**config.mk**
```make
export PLATFORM = sky130hd
export DESIGN_NAME = uecsc_top
export DESIGN_NICKNAME = d
export VERILOG_FILES = /design/src/logic/uecsc_pkg.sv /design/src/logic/uecsc_ep_reg.sv /design/src/logic/uecsc_dma_next.sv /design/src/logic/uecsc_top.sv
export SDC_FILE = /design/constraint.sdc
export NUM_CORES = 1
export LEC_CHECK = 0
export BUFFER_PORTS_ARGS = -buffer_cell sky130_fd_sc_hd__buf_4
export CELL_PAD_IN_SITES_DETAIL_PLACEMENT = 1
export CELL_PAD_IN_SITES_GLOBAL_PLACEMENT = 2
export CORE_AREA = 5 5 368 225
export DETAILED_ROUTE_END_ITERATION = 6
export DIE_AREA = 0 0 373 230
export GPL_ROUTABILITY_DRIVEN = 0
export HOLD_SLACK_MARGIN = 0.1
export PLACE_DENSITY = 0.87
export SLEW_MARGIN = 30
export SYNTH_ARGS = -nofsm -noshare
export SYNTH_HDL_FRONTEND = slang
export SYNTH_HIERARCHICAL = 1
export SYNTH_SLANG_ARGS = --single-unit
```
**constraint.sdc**
```tcl
create_clock -name clk_i -period 5.1 [get_ports clk_i]
set_input_delay 1.02 -clock clk_i [delete_from_list [all_inputs] [get_ports clk_i]]
set_output_delay 1.02 -clock clk_i [all_outputs]
set_load 0.03 [all_outputs]
```
**src/logic/uecsc_pkg.sv**
```systemverilog
`default_nettype none

package uecsc_pkg;

    ////////////////////////////////////////////////////////////////////////////
    // sizes
    localparam int NUM_EP  = 8;
    localparam int NUM_DMA = 7;
    localparam int ADDR_W  = 12;
    localparam int IRQ_EN_W = 13;

    ////////////////////////////////////////////////////////////////////////////
    // register map, byte addresses
    localparam logic [11:0] EP_CTRL_BASE  = 12'h1c0;
    localparam logic [11:0] EP_SET_BASE   = 12'h1f0;
    localparam logic [11:0] EP_CLR_BASE   = 12'h220;
    localparam logic [11:0] EP_STRIDE     = 12'h004;
    localparam logic [11:0] EP_SPAN       = 12'h020;
    localparam logic [11:0] DMA_NEXT_BASE = 12'h310;
    localparam logic [11:0] DMA_STRIDE    = 12'h010;
    localparam logic [11:0] DMA_SPAN      = 12'h070;
    localparam logic [11:0] FEATURE_OFF   = 12'h0f8;

    ////////////////////////////////////////////////////////////////////////////
    // endpoint control word fields
    localparam int BIT_IN_SENT      = 0;
    localparam int BIT_OUT_RCVD     = 1;
    localparam int BIT_SETUP_UNDER  = 2;
    localparam int BIT_NAKOUT_HBERR = 3;
    localparam int BIT_NAKIN_HBFLSH = 4;
    localparam int BIT_OVERFLOW     = 5;
    localparam int BIT_STALL_CRC    = 6;
    localparam int BIT_SHORT_PKT    = 7;
    localparam int BIT_MULTI_PID    = 8;
    localparam int BIT_SINGLE_PID   = 9;
    localparam int BIT_TRANS_FAULT  = 10;
    localparam int BIT_BUSY_BANK    = 12;
    localparam int BIT_BANK_DISCARD = 13;
    localparam int BIT_FIFO_CTRL    = 14;
    localparam int BIT_DMA_PAUSE    = 16;
    localparam int BIT_NYET_DIS     = 17;
    localparam int BIT_TOGGLE_RST   = 18;
    localparam int BIT_STALL_REQ    = 19;

    localparam logic [31:0] SET_MASK   = 32'h000f_37ff;
    localparam logic [31:0] CLR_MASK   = 32'h000b_57ff;
    localparam logic [31:0] STORE_MASK = 32'h000b_77ff;
    localparam logic [31:0] CTRL_RESET = 32'h0000_0000;

    localparam logic [31:0] NEXT_DESC_MASK  = 32'hffff_fff0;
    localparam logic [31:0] NEXT_DESC_RESET = 32'h0000_0000;

    localparam int FEAT_HB_ISO_BIT = 0;
    localparam int FEAT_EP_LSB     = 4;
    localparam int FEAT_DMA_LSB    = 8;

    ////////////////////////////////////////////////////////////////////////////
    // carriers
    typedef struct packed {
        logic setup_rcvd;
        logic kill_done;
        logic bank_ready;
    } uecsc_ep_evt_t;

    typedef struct packed {
        logic [IRQ_EN_W-1:0] irq_en;
        logic                hb_iso_in_flush_irq_en;
        logic                hb_iso_in_fault_irq_en;
        logic                bank_discard;
        logic                fifo_ctrl;
        logic                dma_pause;
        logic                nyet_disable;
        logic                stall_req;
        logic                toggle_reset;
    } uecsc_ep_ctrl_t;

    typedef struct packed {
        logic        load;
        logic [31:0] addr;
    } uecsc_desc_load_t;

    ////////////////////////////////////////////////////////////////////////////
    // shared helpers
    function automatic logic [31:0] lane_mask(input logic [3:0] sel);
        lane_mask = {{8{sel[3]}}, {8{sel[2]}}, {8{sel[1]}}, {8{sel[0]}}};
    endfunction

    function automatic logic in_window(input logic [11:0] adr,
                                       input logic [11:0] base,
                                       input logic [11:0] span,
                                       input logic [11:0] stride);
        logic [11:0] d;
        d = adr - base;
        in_window = (adr >= base) && (d < span) && ((d & (stride - 12'h001)) == 12'h000);
    endfunction

endpackage

`default_nettype wire

```
**src/logic/uecsc_ep_reg.sv**
```systemverilog
`timescale 1ns/1ps
`default_nettype none

module uecsc_ep_reg
(
    input  wire logic                      clk_i,
    input  wire logic                      rst_i,
    input  wire logic [31:0]               set_i,
    input  wire logic [31:0]               clr_i,
    input  wire uecsc_pkg::uecsc_ep_evt_t  evt_i,
    output logic      [31:0]               ctrl_o
);
    import uecsc_pkg::*;

    logic [31:0] ctrl_r;
    logic [31:0] ctrl_nxt;
    wire  [31:0] hw_clr;
    wire  [31:0] hw_set;

    ////////////////////////////////////////////////////////////////////////////
    // hardware-side effects
    assign hw_clr = ({31'h0, evt_i.setup_rcvd} << BIT_STALL_REQ)
                  | ({31'h0, evt_i.kill_done} << BIT_BANK_DISCARD);
    assign hw_set = {31'h0, evt_i.bank_ready} << BIT_FIFO_CTRL;

    // software set beats a hardware clear; a hardware set beats a software clear
    assign ctrl_nxt = ((ctrl_r & ~(clr_i | hw_clr)) | set_i | hw_set) & STORE_MASK;

    always_ff @(posedge clk_i)
    begin
        if (rst_i)
            ctrl_r <= CTRL_RESET;
        else
            ctrl_r <= ctrl_nxt;
    end

    assign ctrl_o = ctrl_r;

endmodule

`default_nettype wire

```
**src/logic/uecsc_dma_next.sv**
```systemverilog
`timescale 1ns/1ps
`default_nettype none

module uecsc_dma_next
(
    input  wire logic                        clk_i,
    input  wire logic                        rst_i,
    input  wire logic                        wr_i,
    input  wire logic [31:0]                 wdata_i,
    input  wire logic [31:0]                 wmask_i,
    input  wire uecsc_pkg::uecsc_desc_load_t desc_i,
    output logic      [31:0]                 next_o
);
    import uecsc_pkg::*;

    logic [31:0] next_r;
    logic [31:0] next_nxt;

    // software write wins over a descriptor load in the same cycle
    assign next_nxt = wr_i        ? ((next_r & ~wmask_i) | (wdata_i & wmask_i)) & NEXT_DESC_MASK
                    : desc_i.load ? desc_i.addr & NEXT_DESC_MASK
                    : next_r;

    always_ff @(posedge clk_i)
    begin
        if (rst_i)
            next_r <= NEXT_DESC_RESET;
        else
            next_r <= next_nxt;
    end

    assign next_o = next_r;

endmodule

`default_nettype wire

```
**src/logic/uecsc_top.sv**
```systemverilog
// Summary of operation
// - Per endpoint, a write-only set alias; ones written set matching control bits.
// - Per endpoint, a write-only clear alias; ones written clear matching control bits.
// - Zeros written to either alias change nothing.
// - Bit 12 busy-bank-count interrupt enable, set and cleared via aliases.
// - Bit 10 transaction fault interrupt enable, set and cleared via aliases.
// - Bit 9 single data-PID interrupt enable, set and cleared via aliases.
// - Bit 8 multiple data-PID interrupt enable, set and cleared via aliases.
// - Bit 7 short packet interrupt enable, set and cleared via aliases.
// - Bit 6 is the stall-sent interrupt enable via aliases.
// - Bit 6 also enables the CRC fault interrupt, same set and clear.
// - Bit 5 overflow interrupt enable, set and cleared via aliases.
// - Bit 4 is NAKed IN enable and high-bandwidth iso flush enable.
// - High-bandwidth iso enables exist only when the feature register reports support.
// - Bit 3 is NAKed OUT enable and high-bandwidth iso IN fault enable.
// - Bit 2 is the SETUP received interrupt enable via aliases.
// - Bit 2 also enables the underflow interrupt, same set and clear.
// - Bit 1 OUT received interrupt enable, set and cleared via aliases.
// - Bit 0 IN sent interrupt enable, set and cleared via aliases.
// - Per DMA channel next-descriptor register, bits 31:4 address, resets zero.
// - Next-descriptor updated by software write or by descriptor loading.
// - Bank discard set by alias, cleared by hardware when discard completes.
//
// Added by the designer: the Wishbone register port.
`timescale 1ns/1ps
`default_nettype none

module uecsc_top
#(
    parameter logic HB_ISO_PRESENT = 1'b1
)
(
    input  wire logic                                              clk_i,
    input  wire logic                                              rst_i,
    input  wire logic                                              wb_cyc_i,
    input  wire logic                                              wb_stb_i,
    input  wire logic                                              wb_we_i,
    input  wire logic [uecsc_pkg::ADDR_W-1:0]                      wb_adr_i,
    input  wire logic [3:0]                                        wb_sel_i,
    input  wire logic [31:0]                                       wb_dat_i,
    output logic      [31:0]                                       wb_dat_o,
    output logic                                                   wb_ack_o,
    input  wire uecsc_pkg::uecsc_ep_evt_t    [uecsc_pkg::NUM_EP-1:0]  ep_evt_i,
    output var  uecsc_pkg::uecsc_ep_ctrl_t   [uecsc_pkg::NUM_EP-1:0]  ep_ctrl_o,
    input  wire uecsc_pkg::uecsc_desc_load_t [uecsc_pkg::NUM_DMA-1:0] desc_load_i,
    output logic [uecsc_pkg::NUM_DMA-1:0][31:0]                    next_desc_o
);
    import uecsc_pkg::*;

    ////////////////////////////////////////////////////////////////////////////
    // bus handshake

    logic        ack_r;
    logic [31:0] dat_r;
    logic [NUM_EP-1:0] toggle_r;

    wire req     = wb_cyc_i & wb_stb_i;
    wire first   = req & ~ack_r;
    // a write lands only at the edge where ack is seen high
    wire commit  = req & wb_we_i & ack_r;

    wire [31:0] lanes = lane_mask(wb_sel_i);
    wire [31:0] wdata = wb_dat_i & lanes;

    ////////////////////////////////////////////////////////////////////////////
    // address decode

    wire hit_set  = in_window(wb_adr_i, EP_SET_BASE, EP_SPAN, EP_STRIDE);
    wire hit_clr  = in_window(wb_adr_i, EP_CLR_BASE, EP_SPAN, EP_STRIDE);
    wire hit_ctrl = in_window(wb_adr_i, EP_CTRL_BASE, EP_SPAN, EP_STRIDE);
    wire hit_dma  = in_window(wb_adr_i, DMA_NEXT_BASE, DMA_SPAN, DMA_STRIDE);
    wire hit_feat = (wb_adr_i == FEATURE_OFF);

    wire [11:0] off_set  = wb_adr_i - EP_SET_BASE;
    wire [11:0] off_clr  = wb_adr_i - EP_CLR_BASE;
    wire [11:0] off_ctrl = wb_adr_i - EP_CTRL_BASE;
    wire [11:0] off_dma  = wb_adr_i - DMA_NEXT_BASE;

    wire [2:0] idx_set  = off_set[4:2];
    wire [2:0] idx_clr  = off_clr[4:2];
    wire [2:0] idx_ctrl = off_ctrl[4:2];
    wire [2:0] idx_dma  = off_dma[6:4];

    // unused alias positions are masked off before they reach the register
    wire [31:0] set_word = wdata & SET_MASK;
    wire [31:0] clr_word = wdata & CLR_MASK;

    ////////////////////////////////////////////////////////////////////////////
    // endpoint control registers

    logic [NUM_EP-1:0][31:0] ep_word;
    logic [NUM_EP-1:0][31:0] ep_set;
    logic [NUM_EP-1:0][31:0] ep_clr;
    logic [NUM_EP-1:0]       ep_toggle_hit;

    genvar g;
    generate
        for (g = 0; g < NUM_EP; g = g + 1)
        begin : g_ep
            wire set_sel = commit & hit_set & (idx_set == 3'(g));
            wire clr_sel = commit & hit_clr & (idx_clr == 3'(g));

            assign ep_set[g] = set_sel ? set_word : 32'h0000_0000;
            assign ep_clr[g] = clr_sel ? clr_word : 32'h0000_0000;

            // toggle reset is an action, never stored: one pulse per write
            assign ep_toggle_hit[g] = ep_set[g][BIT_TOGGLE_RST];

            uecsc_ep_reg u_ep
            (
                .clk_i  (clk_i),
                .rst_i  (rst_i),
                .set_i  (ep_set[g]),
                .clr_i  (ep_clr[g]),
                .evt_i  (ep_evt_i[g]),
                .ctrl_o (ep_word[g])
            );

            assign ep_ctrl_o[g].irq_en = {
                ep_word[g][BIT_BUSY_BANK],
                1'b0,
                ep_word[g][BIT_TRANS_FAULT],
                ep_word[g][BIT_SINGLE_PID],
                ep_word[g][BIT_MULTI_PID],
                ep_word[g][BIT_SHORT_PKT],
                ep_word[g][BIT_STALL_CRC],
                ep_word[g][BIT_OVERFLOW],
                ep_word[g][BIT_NAKIN_HBFLSH],
                ep_word[g][BIT_NAKOUT_HBERR],
                ep_word[g][BIT_SETUP_UNDER],
                ep_word[g][BIT_OUT_RCVD],
                ep_word[g][BIT_IN_SENT]
            };

            // the iso roles only exist when the feature is built in
            assign ep_ctrl_o[g].hb_iso_in_flush_irq_en =
                ep_word[g][BIT_NAKIN_HBFLSH] & HB_ISO_PRESENT;
            assign ep_ctrl_o[g].hb_iso_in_fault_irq_en =
                ep_word[g][BIT_NAKOUT_HBERR] & HB_ISO_PRESENT;

            assign ep_ctrl_o[g].bank_discard = ep_word[g][BIT_BANK_DISCARD];
            assign ep_ctrl_o[g].fifo_ctrl    = ep_word[g][BIT_FIFO_CTRL];
            assign ep_ctrl_o[g].dma_pause    = ep_word[g][BIT_DMA_PAUSE];
            assign ep_ctrl_o[g].nyet_disable = ep_word[g][BIT_NYET_DIS];
            assign ep_ctrl_o[g].stall_req    = ep_word[g][BIT_STALL_REQ];
            assign ep_ctrl_o[g].toggle_reset = toggle_r[g];
        end
    endgenerate

    always_ff @(posedge clk_i)
    begin
        if (rst_i)
            toggle_r <= '0;
        else
            toggle_r <= ep_toggle_hit;
    end

    ////////////////////////////////////////////////////////////////////////////
    // dma next-descriptor registers

    generate
        for (g = 0; g < NUM_DMA; g = g + 1)
        begin : g_dma
            wire wr_sel = commit & hit_dma & (idx_dma == 3'(g));

            uecsc_dma_next u_dma
            (
                .clk_i   (clk_i),
                .rst_i   (rst_i),
                .wr_i    (wr_sel),
                .wdata_i (wb_dat_i),
                .wmask_i (lanes),
                .desc_i  (desc_load_i[g]),
                .next_o  (next_desc_o[g])
            );
        end
    endgenerate

    ////////////////////////////////////////////////////////////////////////////
    // read-back

    wire [31:0] feature_word = ({31'h0, HB_ISO_PRESENT} << FEAT_HB_ISO_BIT)
                             | (32'(NUM_EP) << FEAT_EP_LSB)
                             | (32'(NUM_DMA) << FEAT_DMA_LSB);

    wire [31:0] rd_ctrl = ep_word[idx_ctrl];
    wire [31:0] rd_dma  = (idx_dma < 3'(NUM_DMA)) ? next_desc_o[idx_dma] : 32'h0000_0000;

    // aliases and holes answer with zero, so software never sees stale data
    wire [31:0] rd_data = hit_ctrl ? rd_ctrl
                        : hit_dma  ? rd_dma
                        : hit_feat ? feature_word
                        : 32'h0000_0000;

    always_ff @(posedge clk_i)
    begin
        if (rst_i)
        begin
            ack_r <= 1'b0;
            dat_r <= 32'h0000_0000;
        end
        else
        begin
            ack_r <= first;
            if (first & ~wb_we_i)
                dat_r <= rd_data;
        end
    end

    assign wb_ack_o = ack_r;
    assign wb_dat_o = dat_r;

endmodule

`default_nettype wire

```
# Yosys cells after proc, flatten, opt, wreduce, memory -nomap -nowiden
# Cells that the tools add are included.
# word_totals
word_cells	211
in_bits	308
out_inout_bits	425
reg_bits	373
# op_classes
bitwise	97
add_sub_neg	4
muxes	38
reduce_logical	22
order_cmp	11
eq_ne	21
# ops
op	count
32-bit two-way mux	19
20-bit two-way mux	16
20-bit OR	16
32-bit AND	8
32-bit OR	7
32-bit binary-select mux with 3-bit select	2
20-bit AND	8
20-bit NOT	8
20-bit by 14-bit OR with 20-bit output	8
20-bit by 15-bit OR with 20-bit output	8
12-bit zero test	4
12-bit by 6-bit < comparator with 1-bit output, second input constant	3
3-bit == test, second input constant	11
32-bit NOT	1
1-bit AND	31
12-bit by 10-bit greater-or-equal comparator with 1-bit output, second input constant	2
12-bit by 9-bit greater-or-equal comparator with 1-bit output, second input constant	2
12-bit by 10-bit subtractor with 12-bit output, second input constant	2
12-bit by 9-bit subtractor with 12-bit output, second input constant	2
3-bit by 2-bit == test with 1-bit output, second input constant	6
2-bit nonzero test	7
12-bit by 8-bit == test with 1-bit output, second input constant	1
12-bit by 7-bit < comparator with 1-bit output, second input constant	1
11-bit two-way mux	1
6 further kinds	19

# Depth between registers and ports, before layout
# Gate-level depths: netlist (run 1).
# logic_depth
word_depth	12
depth_mapped	16
depth_no_buf	10

# Cells and area by module
# The synthesis (run 1) kept the hierarchy.
# by_module_without_submodules
module	instances	seq_area_each_um2	cells_per_inst	area_per_inst_um2
uecsc_dma_next	7	560.5	159	1477.7
uecsc_top	1	820.8	984	7305.8
uecsc_ep_reg	8	340.3	86	734.5

# Worst setup path before layout (run 1)
# No wires, ideal clock.
# synth_path
path_type	input-to-reg
start	input wb_adr_i[4] (netlist name)
end	register with a tool-made name
n_path_buf	6
path_slack_ps	1157
required_ps	4975
cell_stages	16
t_arrival_ps	3818
path_cell_list	buf_2 > buf_2 > inv_2 > clkbuf_1 > ha_1 > xor2_1 > o21ai_0 > and4_1 > buf_2 > nand2_1 > nor2_1 > nor2b_1 > buf_6 > buf_6 > nor3b_1 > nor3_2
# synth_rtl
element	line_no	text
start: declaration	uecsc_top.sv:38	input wire logic [uecsc_pkg::ADDR_W-1:0] wb_adr_i,

==> metrics.md, run 1 <==
| Metric | Value |
|---|---|
| Setup CP Type | `in2reg` |
| Nets | `3644` |
| Die area | `85790 sq um` |
| Worst path required time | `5590 ps` |
| Switching power total | `2581 uW` |
| Part of the power in the clock network | `0.412` |
| Initial antenna violation count | `21` |
| Unrepaired setup endpoints after global routing | `false` |
| Max Slew Vio Count | `0` |
| Final hold vios | `0` |
| Slew @ Worst Pin | `965.6 ps` |
| RR Startpoint | `wb_ack_o$_SDFF_PP0_` |
| ANT nets after route | `0` |
| First-pass GRT wire length | `170600 um` |
| Slew Limit Headroom | `0.3547` |
| Starting density of the core | `0.2975` |
| Total Routing Usage GR | `0.2666` |
| P_int | `5604 uW` |
| Die Span Y | `230 um` |
| Fin crit period | `4055 ps` |
| Pleak | `0.01145 uW` |
| Pin count of the biggest net entering global routing | `114` |
| HP Class | `reg2reg` |
| Placed cell count | `4347` |
| I/O pin count | `733` |
| CTS sink count | `373` |
| CTS tree | `done` |
| Via Count | `23300` |
| DRT iter0 DRCs | `1687` |
| Reg area | `7467 sq um` |
| Sequential Power Share | `0.384` |
| H-tree depth | `2` |
| Root Buffer | `clkbuf_16` |
| PwrDens | `274.5 nW/um^2` |
| Clock Path Buffers | `3` |
| Number of global-route vias before repair | `23900` |
| Max IR drop VDD | `0.2006 mV` |
| Path depth of the worst reg2reg path | `8` |
| Gate power share | `0.203` |
| Non-Filler Instances | `4439` |
| Final Setup Violations | `0` |
| Worst R2R Setup Slack | `2130 ps` |
| Crit start category | `input pin` |
| 1st-pass router iterations | `5` |
| Share of cells above drive strength 1 | `0.3361` |
| Place WS | `544.1 ps` |
| Synth Cell Area | `23500 sq um` |
| Hpwl dp | `88820 um` |
| Final Core Density | `0.3776` |
| Synth warnings | `6` |
| CP max FO | `28` |
| Max Freq | `246.6 MHz` |
| Setup TNS | `0 ps` |
| Hold Crit Depth | `2` |
| Hold EP | `g_ep[3].u_ep/ctrl_o[8]$_SDFF_PP0_` |
| Area occupied by multi-input gates | `13560 sq um` |
| Fin Clk Skew | `19.95 ps` |
| DR WL/cell | `27.29 um` |
| Chip width | `373 um` |
| Cts hold-fix bufs | `0` |
| Via density | `5.249` |
| Max Cap Violations | `0` |
| Reg2reg end | `g_ep[4].u_ep/ctrl_o[1]$_SDFF_PP0_` |
| Mean Syn Cell Area | `8.461 sq um` |
| Clock slew at reported path FFs | `60 ps` |
| Gr ovfl total | `0` |
| Sw Share | `0.3154` |
| Worst skew pair latency | `590 ps` |
| CP Data Arrival Time | `4550 ps` |
| Worst hold start | `g_ep[3].u_ep/ctrl_o[8]$_SDFF_PP0_` |
| Outcome | `finished clean` |
| Total power | `8185 uW` |
| Worst Setup End Kind | `flip-flop` |
| Postcts setup bufs | `0` |
| Port bufs | `668` |
| Final Worst Setup Slack | `1045 ps` |
| Fin crit share | `0.7951` |
| Total CTS buffers | `45` |
| P&R area growth vs syn | `26.91%` |
| CTS resizes | `0` |
| Cell count after synthesis | `2777` |
| Final wirelength | `121100 um` |
| Area of the core | `78980 sq um` |
| DR DRC count | `0` |
| Fill cells | `9428` |
| Cell Rows | `80` |
==> worst max path at each step <==
stage                     start        end  slack (ps)  cells past startpoint
CTS                 wb_adr_i[5]  flip-flop        1160                     13
global placement    wb_adr_i[5]  flip-flop         640                     12
finish              wb_adr_i[5]  flip-flop        1050                     12
floorplan           wb_adr_i[4]  flip-flop        1160                     16
global route        wb_adr_i[5]  flip-flop         900                     12
detailed placement  wb_adr_i[5]  flip-flop         540                     12
==> critical path, cell delays in order <==
cell	delay (ps)
buf_4	140
inv_1	190
ha_1	440
nand3b_1	130
o22ai_1	230
and4_1	500
nand2_1	330
nor2_4	630
nand2b_1	190
buf_4	410
o22ai_1	170
nor3_2	130
==> power by group through the flow <==
stage / combinational, uW / sequential [uW] / clock (uW)
2_1_floorplan: 797 / 3390 / 0
3_3_place_gp: 1640 / 3200 / 0
3_5_place_dp: 1650 / 3200 / 0
4_1_cts: 1650 / 3140 / 3460
5_1_grt: 1750 / 3150 / 3580
6_report: 1670 / 3140 / 3380
==> placed cells by master, fill, tap and decap left out, drive strengths merged, types with 24 or more instances in the layout <==
master	instances
dfxtp	373
nor3	203
buf	720
inv	137
a221o	27
mux2	31
clkbuf	69
nor2	330
nand2b	129
nor3b	197
o22ai	199
conb	172
o21ai	24
mux4	69
a21oi	143
nand2	302
mux2i	51
==> metal layers <==
layer | GRT usage | share of wire | vias to the layer above
met5 | 0 | 0.00045 | -
met4 | 0.09487 | 0.036 | 10
met3 | 0.07973 | 0.082 | 218
met2 | 0.4215 | 0.45 | 924
met1 | 0.3462 | 0.43 | 11610
li1 | - | - | 10530
==> per-stage QoR <==
stage,instance area [sq um],hold WS [ps]
4_1_cts,29790,492.6
3_3_place_gp,28310,458.6
5_1_grt,29820,513.2
6_report,29820,492.1
2_1_floorplan,24080,605.1
3_5_place_dp,28320,479.9
==> area by class of cell <==
| class | count | area share |
|---|---|---|
| Antenna cell | 11 | 0.0009231 |
| Clock buffer | 69 | 0.04347 |
| Clock inverter | 12 | 0.006000 |
| Inverter | 134 | 0.01687 |
| Multi-Input combinational cell | 2054 | 0.4547 |
| Sequential cell | 373 | 0.2504 |
| Tap cell | 1066 | 0.04473 |
| Timing Repair Buffer | 720 | 0.1829 |
No activity file was read; power rests on OpenSTA's default activity.
==> run 2, diff against run 1 <==
Clock period 5.1 ns to 4 ns, I/O delays scaled along.
==> run 2 against run 1 <==
First-iteration DRC count grew 0.41%. Cell count grew 0.56%. Utilization grew 0.46 points. Global-route usage grew 0.086 points. Via count grew 1.1%. Sequential power grew 28%. Die area is the same. Final area grew 1.2%. Total power grew 28%. Sequential cell count is the same. Wire length shrank 0.19%.
==> metrics.md, run 2 (synthesis results as in run 1) <==
| Metric | Value |
|---|---|
| Share of cells above drive strength 1 | `0.3433 (was 0.3361)` |
| Root Buffer | `clkbuf_16 (unchanged)` |
| Hold Crit Depth | `3 (was 2)` |
| Postcts setup bufs | `0 (unchanged)` |
| Crit start category | `input pin (unchanged)` |
| Fin Clk Skew | `18.20 ps (was 19.95 ps)` |
| CP max FO | `21 (was 28)` |
| DR DRC count | `0 (unchanged)` |
| Worst Setup End Kind | `flip-flop (unchanged)` |
| I/O pin count | `733 (unchanged)` |
| Most Frequent Cell on Critical Path | `nand2_1` |
| Reg area | `7467 sq um (unchanged)` |
| Final hold vios | `0 (unchanged)` |
| Crit-path cells | `buf_6, inv_2, ha_1, xnor2_4, nand2_1, nor2_4, buf_4, nand2_1, nor3b_1, nor3_1 (was buf_4, inv_1, ha_1, nand3b_1, o22ai_1, and4_1, nand2_1, nor2_4, nand2b_1, buf_4, o22ai_1, nor3_2)` |
| CTS resizes | `0 (unchanged)` |
| Fin crit period | `3458 ps` |
| Slowest cell on crit path | `xnor2_4 (was nor2_4)` |
| Area of the core | `78980 sq um (unchanged)` |
| Most common cell after layout, fill and taps aside | `buf_4 (unchanged)` |
| Final wirelength | `120900 um (was 121100 um)` |
| Most used routing layer | `met2 (unchanged)` |
| Clock slew at reported path FFs | `60 ps (about the same)` |
| Worst hold start | `ep_evt_i[15] (was g_ep[3].u_ep/ctrl_o[8]$_SDFF_PP0_)` |
| Most frequent cells in the layout | `buf_4 (727), dfxtp_1 (373), nor2_1 (322) (was buf_4 (715), dfxtp_1 (373), nor2_1 (322))` |
| Max Slew Vio Count | `0 (unchanged)` |
| Worst path required time | `4480 ps (was 5590 ps)` |
| Max IR drop VDD | `0.2911 mV (was 0.2006 mV)` |
| Slew @ Worst Pin | `984.7 ps (was 965.6 ps)` |
| Hpwl dp | `89730 um (was 88820 um)` |
| Cell Rows | `80 (unchanged)` |
| Die area | `85790 sq um (unchanged)` |
| Buffers and inverters on the worst path | `3 (unchanged)` |
| Setup TNS | `0 ps (unchanged)` |
| Final Setup Violations | `0 (unchanged)` |
| Port bufs | `668 (unchanged)` |
| Cell area after layout | `30180 sq um (was 29820 sq um)` |
| Initial antenna violation count | `15 (was 21)` |
| ANT nets after route | `0 (unchanged)` |
| Via Count | `23560 (was 23300)` |
| Post-Place Cell Area | `28660 sq um (was 28320 sq um)` |
| CTS tree | `done (unchanged)` |
| Via density | `5.279 (was 5.249)` |
| CP Data Arrival Time | `3940 ps (was 4550 ps)` |
| Largest delay share family, worst path | `simple AND/OR/NAND/NOR gates (unchanged)` |
| First-pass GRT wire length | `173000 um (was 170600 um)` |
| Reg2reg end | `g_ep[2].u_ep/ctrl_o[19]$_SDFF_PP0_ (was g_ep[4].u_ep/ctrl_o[1]$_SDFF_PP0_)` |
| Fill cells | `9527 (was 9428)` |
| Number of global-route vias before repair | `24010 (was 23900)` |
| Total Routing Usage GR | `0.2674 (was 0.2666)` |
| Path depth of the worst reg2reg path | `8 (unchanged)` |
| Area occupied by multi-input gates | `13550 sq um (was 13560 sq um)` |
| Chip width | `373 um (unchanged)` |
| GR Util met3 | `0.05502 (was 0.07973)` |
| Unrepaired setup endpoints after global routing | `false (unchanged)` |
| Outcome | `finished clean (unchanged)` |
| Met1 Use GR | `0.3620 (was 0.3462)` |
| 1st-pass router iterations | `5 (unchanged)` |
| CP peak stage delay | `760 ps (was 630 ps)` |
| Pleak | `0.01164 uW (was 0.01145 uW)` |
| HP Class | `in2reg (was reg2reg)` |
| P&R area growth vs syn | `28.46% (was 26.91%)` |
| Starting density of the core | `0.2975 (unchanged)` |
| Total CTS buffers | `44 (was 45)` |
| Setup CP Type | `in2reg (unchanged)` |
| PwrDens | `348.1 nW/um^2 (was 274.5 nW/um^2)` |
| RR Startpoint | `wb_ack_o$_SDFF_PP0_ (unchanged)` |
| Worst skew pair latency | `590 ps (about the same)` |
| Cts hold-fix bufs | `0 (unchanged)` |
| Fin crit share | `0.8645` |
| CTS sink count | `373 (unchanged)` |
| DR WL/cell | `27.08 um (was 27.29 um)` |
| DRT iter0 DRCs | `1694 (was 1687)` |
| Die Span Y | `230 um (unchanged)` |
| H-tree depth | `2 (unchanged)` |
| Hold EP | `g_ep[5].u_ep/ctrl_o[14]$_SDFF_PP0_ (was g_ep[3].u_ep/ctrl_o[8]$_SDFF_PP0_)` |
| GR Util met2 | `0.4316 (was 0.4215)` |
| Max Freq | `289.2 MHz` |
| Slew Limit Headroom | `0.3352 (was 0.3547)` |
| Clock Path Buffers | `3 (unchanged)` |
| Pin count of the biggest net entering global routing | `87 (was 114)` |
| Worst R2R Setup Slack | `1390 ps (was 2130 ps)` |
| Gr ovfl total | `0 (unchanged)` |
| Max Cap Violations | `0 (unchanged)` |
| Nets | `3668 (was 3644)` |
[run 2: cell count changes in the layout (fill, tap and decap cells not counted), moves of 2 or more]
| cell | before | now |
|---|---|---|
| inv_6 | 3 | 0 |
| clkinvlp_4 | 0 | 2 |
| buf_4 | 715 | 727 |
| clkbuf_1 | 16 | 7 |
| clkinv_2 | 3 | 12 |
| buf_12 | 3 | 16 |
[run 2: final cells by class]
| type | count | share of cell area |
|---|---|---|
| multi-input combinational | 2054 | 0.4489 |
| sequential | 373 | 0.2474 |
| timing repair buffer | 745 | 0.1923 |
| tap | 1066 | 0.04419 |
| clock buffer | 62 | 0.04311 |
| inverter | 134 | 0.01666 |
| clock inverter | 20 | 0.006591 |
| antenna | 10 | 0.0008291 |
[run 2: worst reg2reg max path: stages (launching register included)]
cell and delay [ps]:
dfxtp_1 470, and4_1 410, nand4b_1 290, nor3_1 320, nand2_1 300, buf_4 340, nor2_1 130, or3b_1 170
a21oi_2 60
[run 2: through the flow]
step / instances / power [uW] / setup WS [ps] / hold slack [ps] / util
final: 4464 / 10510 / 542.1 / 457.2 / 0.3822
after global routing: 4463 / 10880 / 430.4 / 442.8 / 0.3821
after CTS: 4454 / 10580 / 594.8 / 420.7 / 0.3819
after detailed placement: 4372 / 6215 / 37.82 / 477.6 / 0.3629
after global placement: 4372 / 6190 / 125.0 / 477.2 / 0.3629
after floorplan: 2933 / 5344 / 277.3 / 605.1 / -
[run 2: worst max-delay path by stage]
stage	from	to	slack [ps]	depth (start not counted)
final	wb_adr_i[4]	flip-flop	540	10
after global routing	wb_adr_i[4]	flip-flop	430	10
after CTS	wb_adr_i[4]	flip-flop	590	10
after detailed placement	wb_adr_i[4]	flip-flop	40	10
after global placement	wb_adr_i[4]	flip-flop	130	10
after floorplan	wb_adr_i[4]	flip-flop	280	16
[run 2: power by group]
| group | total (uW) | internal, uW | switching [uW] |
|---|---|---|---|
| sequential | 4010 | 3860 | 143 |
| clock | 4350 | 2470 | 1870 |
| combinational | 2150 | 811 | 1340 |
| total | 10500 | 7150 | 3360 |
[run 2: layer usage]
metal / vias up / wire [um]
li1: 10580 / -
met1: 11960 / 54090
met2: 821 / 55340
met3: 199 / 7664
met4: 10 / 3747
met5: - / 62
==> run 3, diff against run 2 <==
Settings changed: CORE_AREA 5 5 368 225 to 5 5 287 289, DIE_AREA 0 0 373 230 to 0 0 292 294.
==> run 3 against run 2 <==
Register-to-register slack is essentially flat. Utilization shrank 0.28 points. Clock skew grew 5.2 ps. Die area is essentially flat. Total power shrank 0.20%. Combinational power is essentially flat. Worst setup slack gained 55 ps.
==> metrics.md, run 3 (synthesis results as in run 1) <==
| Metric | Value |
|---|---|
| Port bufs | `668 (unchanged)` |
| Number of global-route vias before repair | `24320 (was 24010)` |
| CTS tree | `done (unchanged)` |
| Max Freq | `293.8 MHz (was 289.2 MHz)` |
| Slew Limit Headroom | `0.3387 (was 0.3352)` |
| Fin Clk Skew | `23.37 ps (was 18.20 ps)` |
| Most Frequent Cell on Critical Path | `buf_4 (was nand2_1)` |
| Chip width | `292 um (was 373 um)` |
| Setup TNS | `0 ps (unchanged)` |
| Final hold vios | `0 (unchanged)` |
| DR DRC count | `0 (unchanged)` |
| HP Class | `in2reg (unchanged)` |
| Via density | `5.314 (was 5.279)` |
| Gr ovfl total | `0 (unchanged)` |
| CP max FO | `28 (was 21)` |
| Crit start category | `input pin (unchanged)` |
| CTS resizes | `0 (unchanged)` |
| CP peak stage delay | `460 ps (was 760 ps)` |
| P&R area growth vs syn | `28.59% (was 28.46%)` |
| Unrepaired setup endpoints after global routing | `false (unchanged)` |
| Pleak | `0.01166 uW (was 0.01164 uW)` |
| CP Data Arrival Time | `3900 ps (was 3940 ps)` |
| Total power | `10490 uW (was 10510 uW)` |
| Largest delay share family, worst path | `simple AND/OR/NAND/NOR gates (unchanged)` |
| Area of the core | `79640 sq um (was 78980 sq um)` |
| Max IR drop VDD | `0.2804 mV (was 0.2911 mV)` |
| PwrDens | `347.1 nW/um^2 (was 348.1 nW/um^2)` |
| Crit-path cells | `buf_4, inv_1, ha_1, a21boi_0, mux2i_1, and4_1, buf_4, nand2_1, nor2_4, buf_4, nand2_1, nor3b_1, nor3_1 (was buf_6, inv_2, ha_1, xnor2_4, nand2_1, nor2_4, buf_4, nand2_1, nor3b_1, nor3_1)` |
| DRT iter0 DRCs | `1618 (was 1694)` |
| Postcts setup bufs | `0 (unchanged)` |
| ANT nets after route | `0 (unchanged)` |
| Share of cells above drive strength 1 | `0.3413 (was 0.3433)` |
| I/O pin count | `733 (unchanged)` |
| Outcome | `finished clean (unchanged)` |
| Via Count | `23700 (was 23560)` |
| CTS sink count | `373 (unchanged)` |
| Pin count of the biggest net entering global routing | `118 (was 87)` |
| Clock slew at reported path FFs | `60 ps (about the same)` |
| Most frequent cells in the layout | `buf_4 (731), dfxtp_1 (373), nor2_1 (322) (was buf_4 (727), dfxtp_1 (373), nor2_1 (322))` |
| Fin crit period | `3403 ps (was 3458 ps)` |
| Slew @ Worst Pin | `989.9 ps (was 984.7 ps)` |
| Cts hold-fix bufs | `0 (unchanged)` |
| Die area | `85850 sq um (was 85790 sq um)` |
| Worst skew pair latency | `600 ps (was 590 ps)` |
| H-tree depth | `2 (unchanged)` |
| Root Buffer | `clkbuf_16 (unchanged)` |
| Max Slew Vio Count | `0 (unchanged)` |
| Setup CP Type | `in2reg (unchanged)` |
| Worst Setup End Kind | `flip-flop (unchanged)` |
| Buffers and inverters on the worst path | `4 (was 3)` |
| 1st-pass router iterations | `5 (unchanged)` |
| Fin crit share | `0.8508 (was 0.8645)` |
| Hpwl dp | `90940 um (was 89730 um)` |
| Cell Rows | `104 (was 80)` |
| First-pass GRT wire length | `173500 um (was 173000 um)` |
| Worst path required time | `4500 ps (was 4480 ps)` |
| Starting density of the core | `0.2950 (was 0.2975)` |
| Clock Path Buffers | `3 (unchanged)` |
| Final wirelength | `122800 um (was 120900 um)` |
| Nets | `3673 (was 3668)` |
| Initial antenna violation count | `13 (was 15)` |
| Total CTS buffers | `46 (was 44)` |
| Slowest cell on crit path | `buf_4 (was xnor2_4)` |
| Most common cell after layout, fill and taps aside | `buf_4 (unchanged)` |
| Worst R2R Setup Slack | `1400 ps (was 1390 ps)` |
| Max Cap Violations | `0 (unchanged)` |
| Total Routing Usage GR | `0.2690 (was 0.2674)` |
| Final Setup Violations | `0 (unchanged)` |
| Die Span Y | `294 um (was 230 um)` |
| Fill cells | `9538 (was 9527)` |
| DR WL/cell | `27.53 um (was 27.08 um)` |
## run 3: cell count changes in the layout (fill, tap and decap cells not counted), sizes merged
| cell | change |
|---|---|
| clkinvlp | -2 |
| buf | +3 |
| clkinv | -8 |
| clkbuf | +9 |
## run 3: through the flow
stage / setup slack (ps) / cell area, sq um / hold slack (ps) / instances / util
5_1_grt: 410.9 / 30210 / 428.3 / 4459 / 0.3794
6_report: 596.9 / 30210 / 448.5 / 4460 / 0.3794
3_3_place_gp: 39.69 / 28650 / 453.5 / 4368 / 0.3598
3_5_place_dp: 61.13 / 28690 / 464.6 / 4369 / 0.3602
2_1_floorplan: 277.3 / 24080 / 605.1 / 2933 / -
4_1_cts: 672.0 / 30190 / 417.1 / 4450 / 0.3791
## run 3: final timing paths
path                        startpoint                                 end  cells past startpoint
min                       ep_evt_i[15]  g_ep[5].u_ep/ctrl_o[14]$_SDFF_PP0_                      3
max reg2reg        wb_ack_o$_SDFF_PP0_   g_ep[3].u_ep/ctrl_o[8]$_SDFF_PP0_                      8
min reg2reg  wb_dat_o[30]$_SDFFE_PP0P_           wb_dat_o[30]$_SDFFE_PP0P_                      2
max                        wb_adr_i[5]                           flip-flop                     13
## run 3: final cells by class
class	instances	area, sq um	area share
Sequential cell	373	7467	0.2472
Multi-Input combinational cell	2054	13570	0.4491
Antenna cell	10	25.02	0.0008283
Clock inverter	10	176.4	0.005839
Timing Repair Buffer	748	5822	0.1927
Tap cell	1060	1326	0.04390
Inverter	134	503.0	0.01665
Clock buffer	71	1325	0.04386
## run 3: worst reg2reg max path: stages (launching register included)
cell and delay [ps]:
dfxtp_1 480, and4_1 400, nand4b_1 270, nor2b_1 260, nand2_1 410, buf_4 350, nor2_1 100, nand2b_1 120
a21oi_1 60
## run 3: where the power goes
group	switching, uW	internal, uW
clock network	1820	2480
registers	152	3870
logic	1350	811
total	3330	7160
## run 3: layer usage
metal,routed length [um],share of wire,track usage
met5,41,0.00033,0
met4,6085,0.050,0.1179
met3,9184,0.075,0.06128
met2,59070,0.48,0.4550
met1,48380,0.39,0.3289
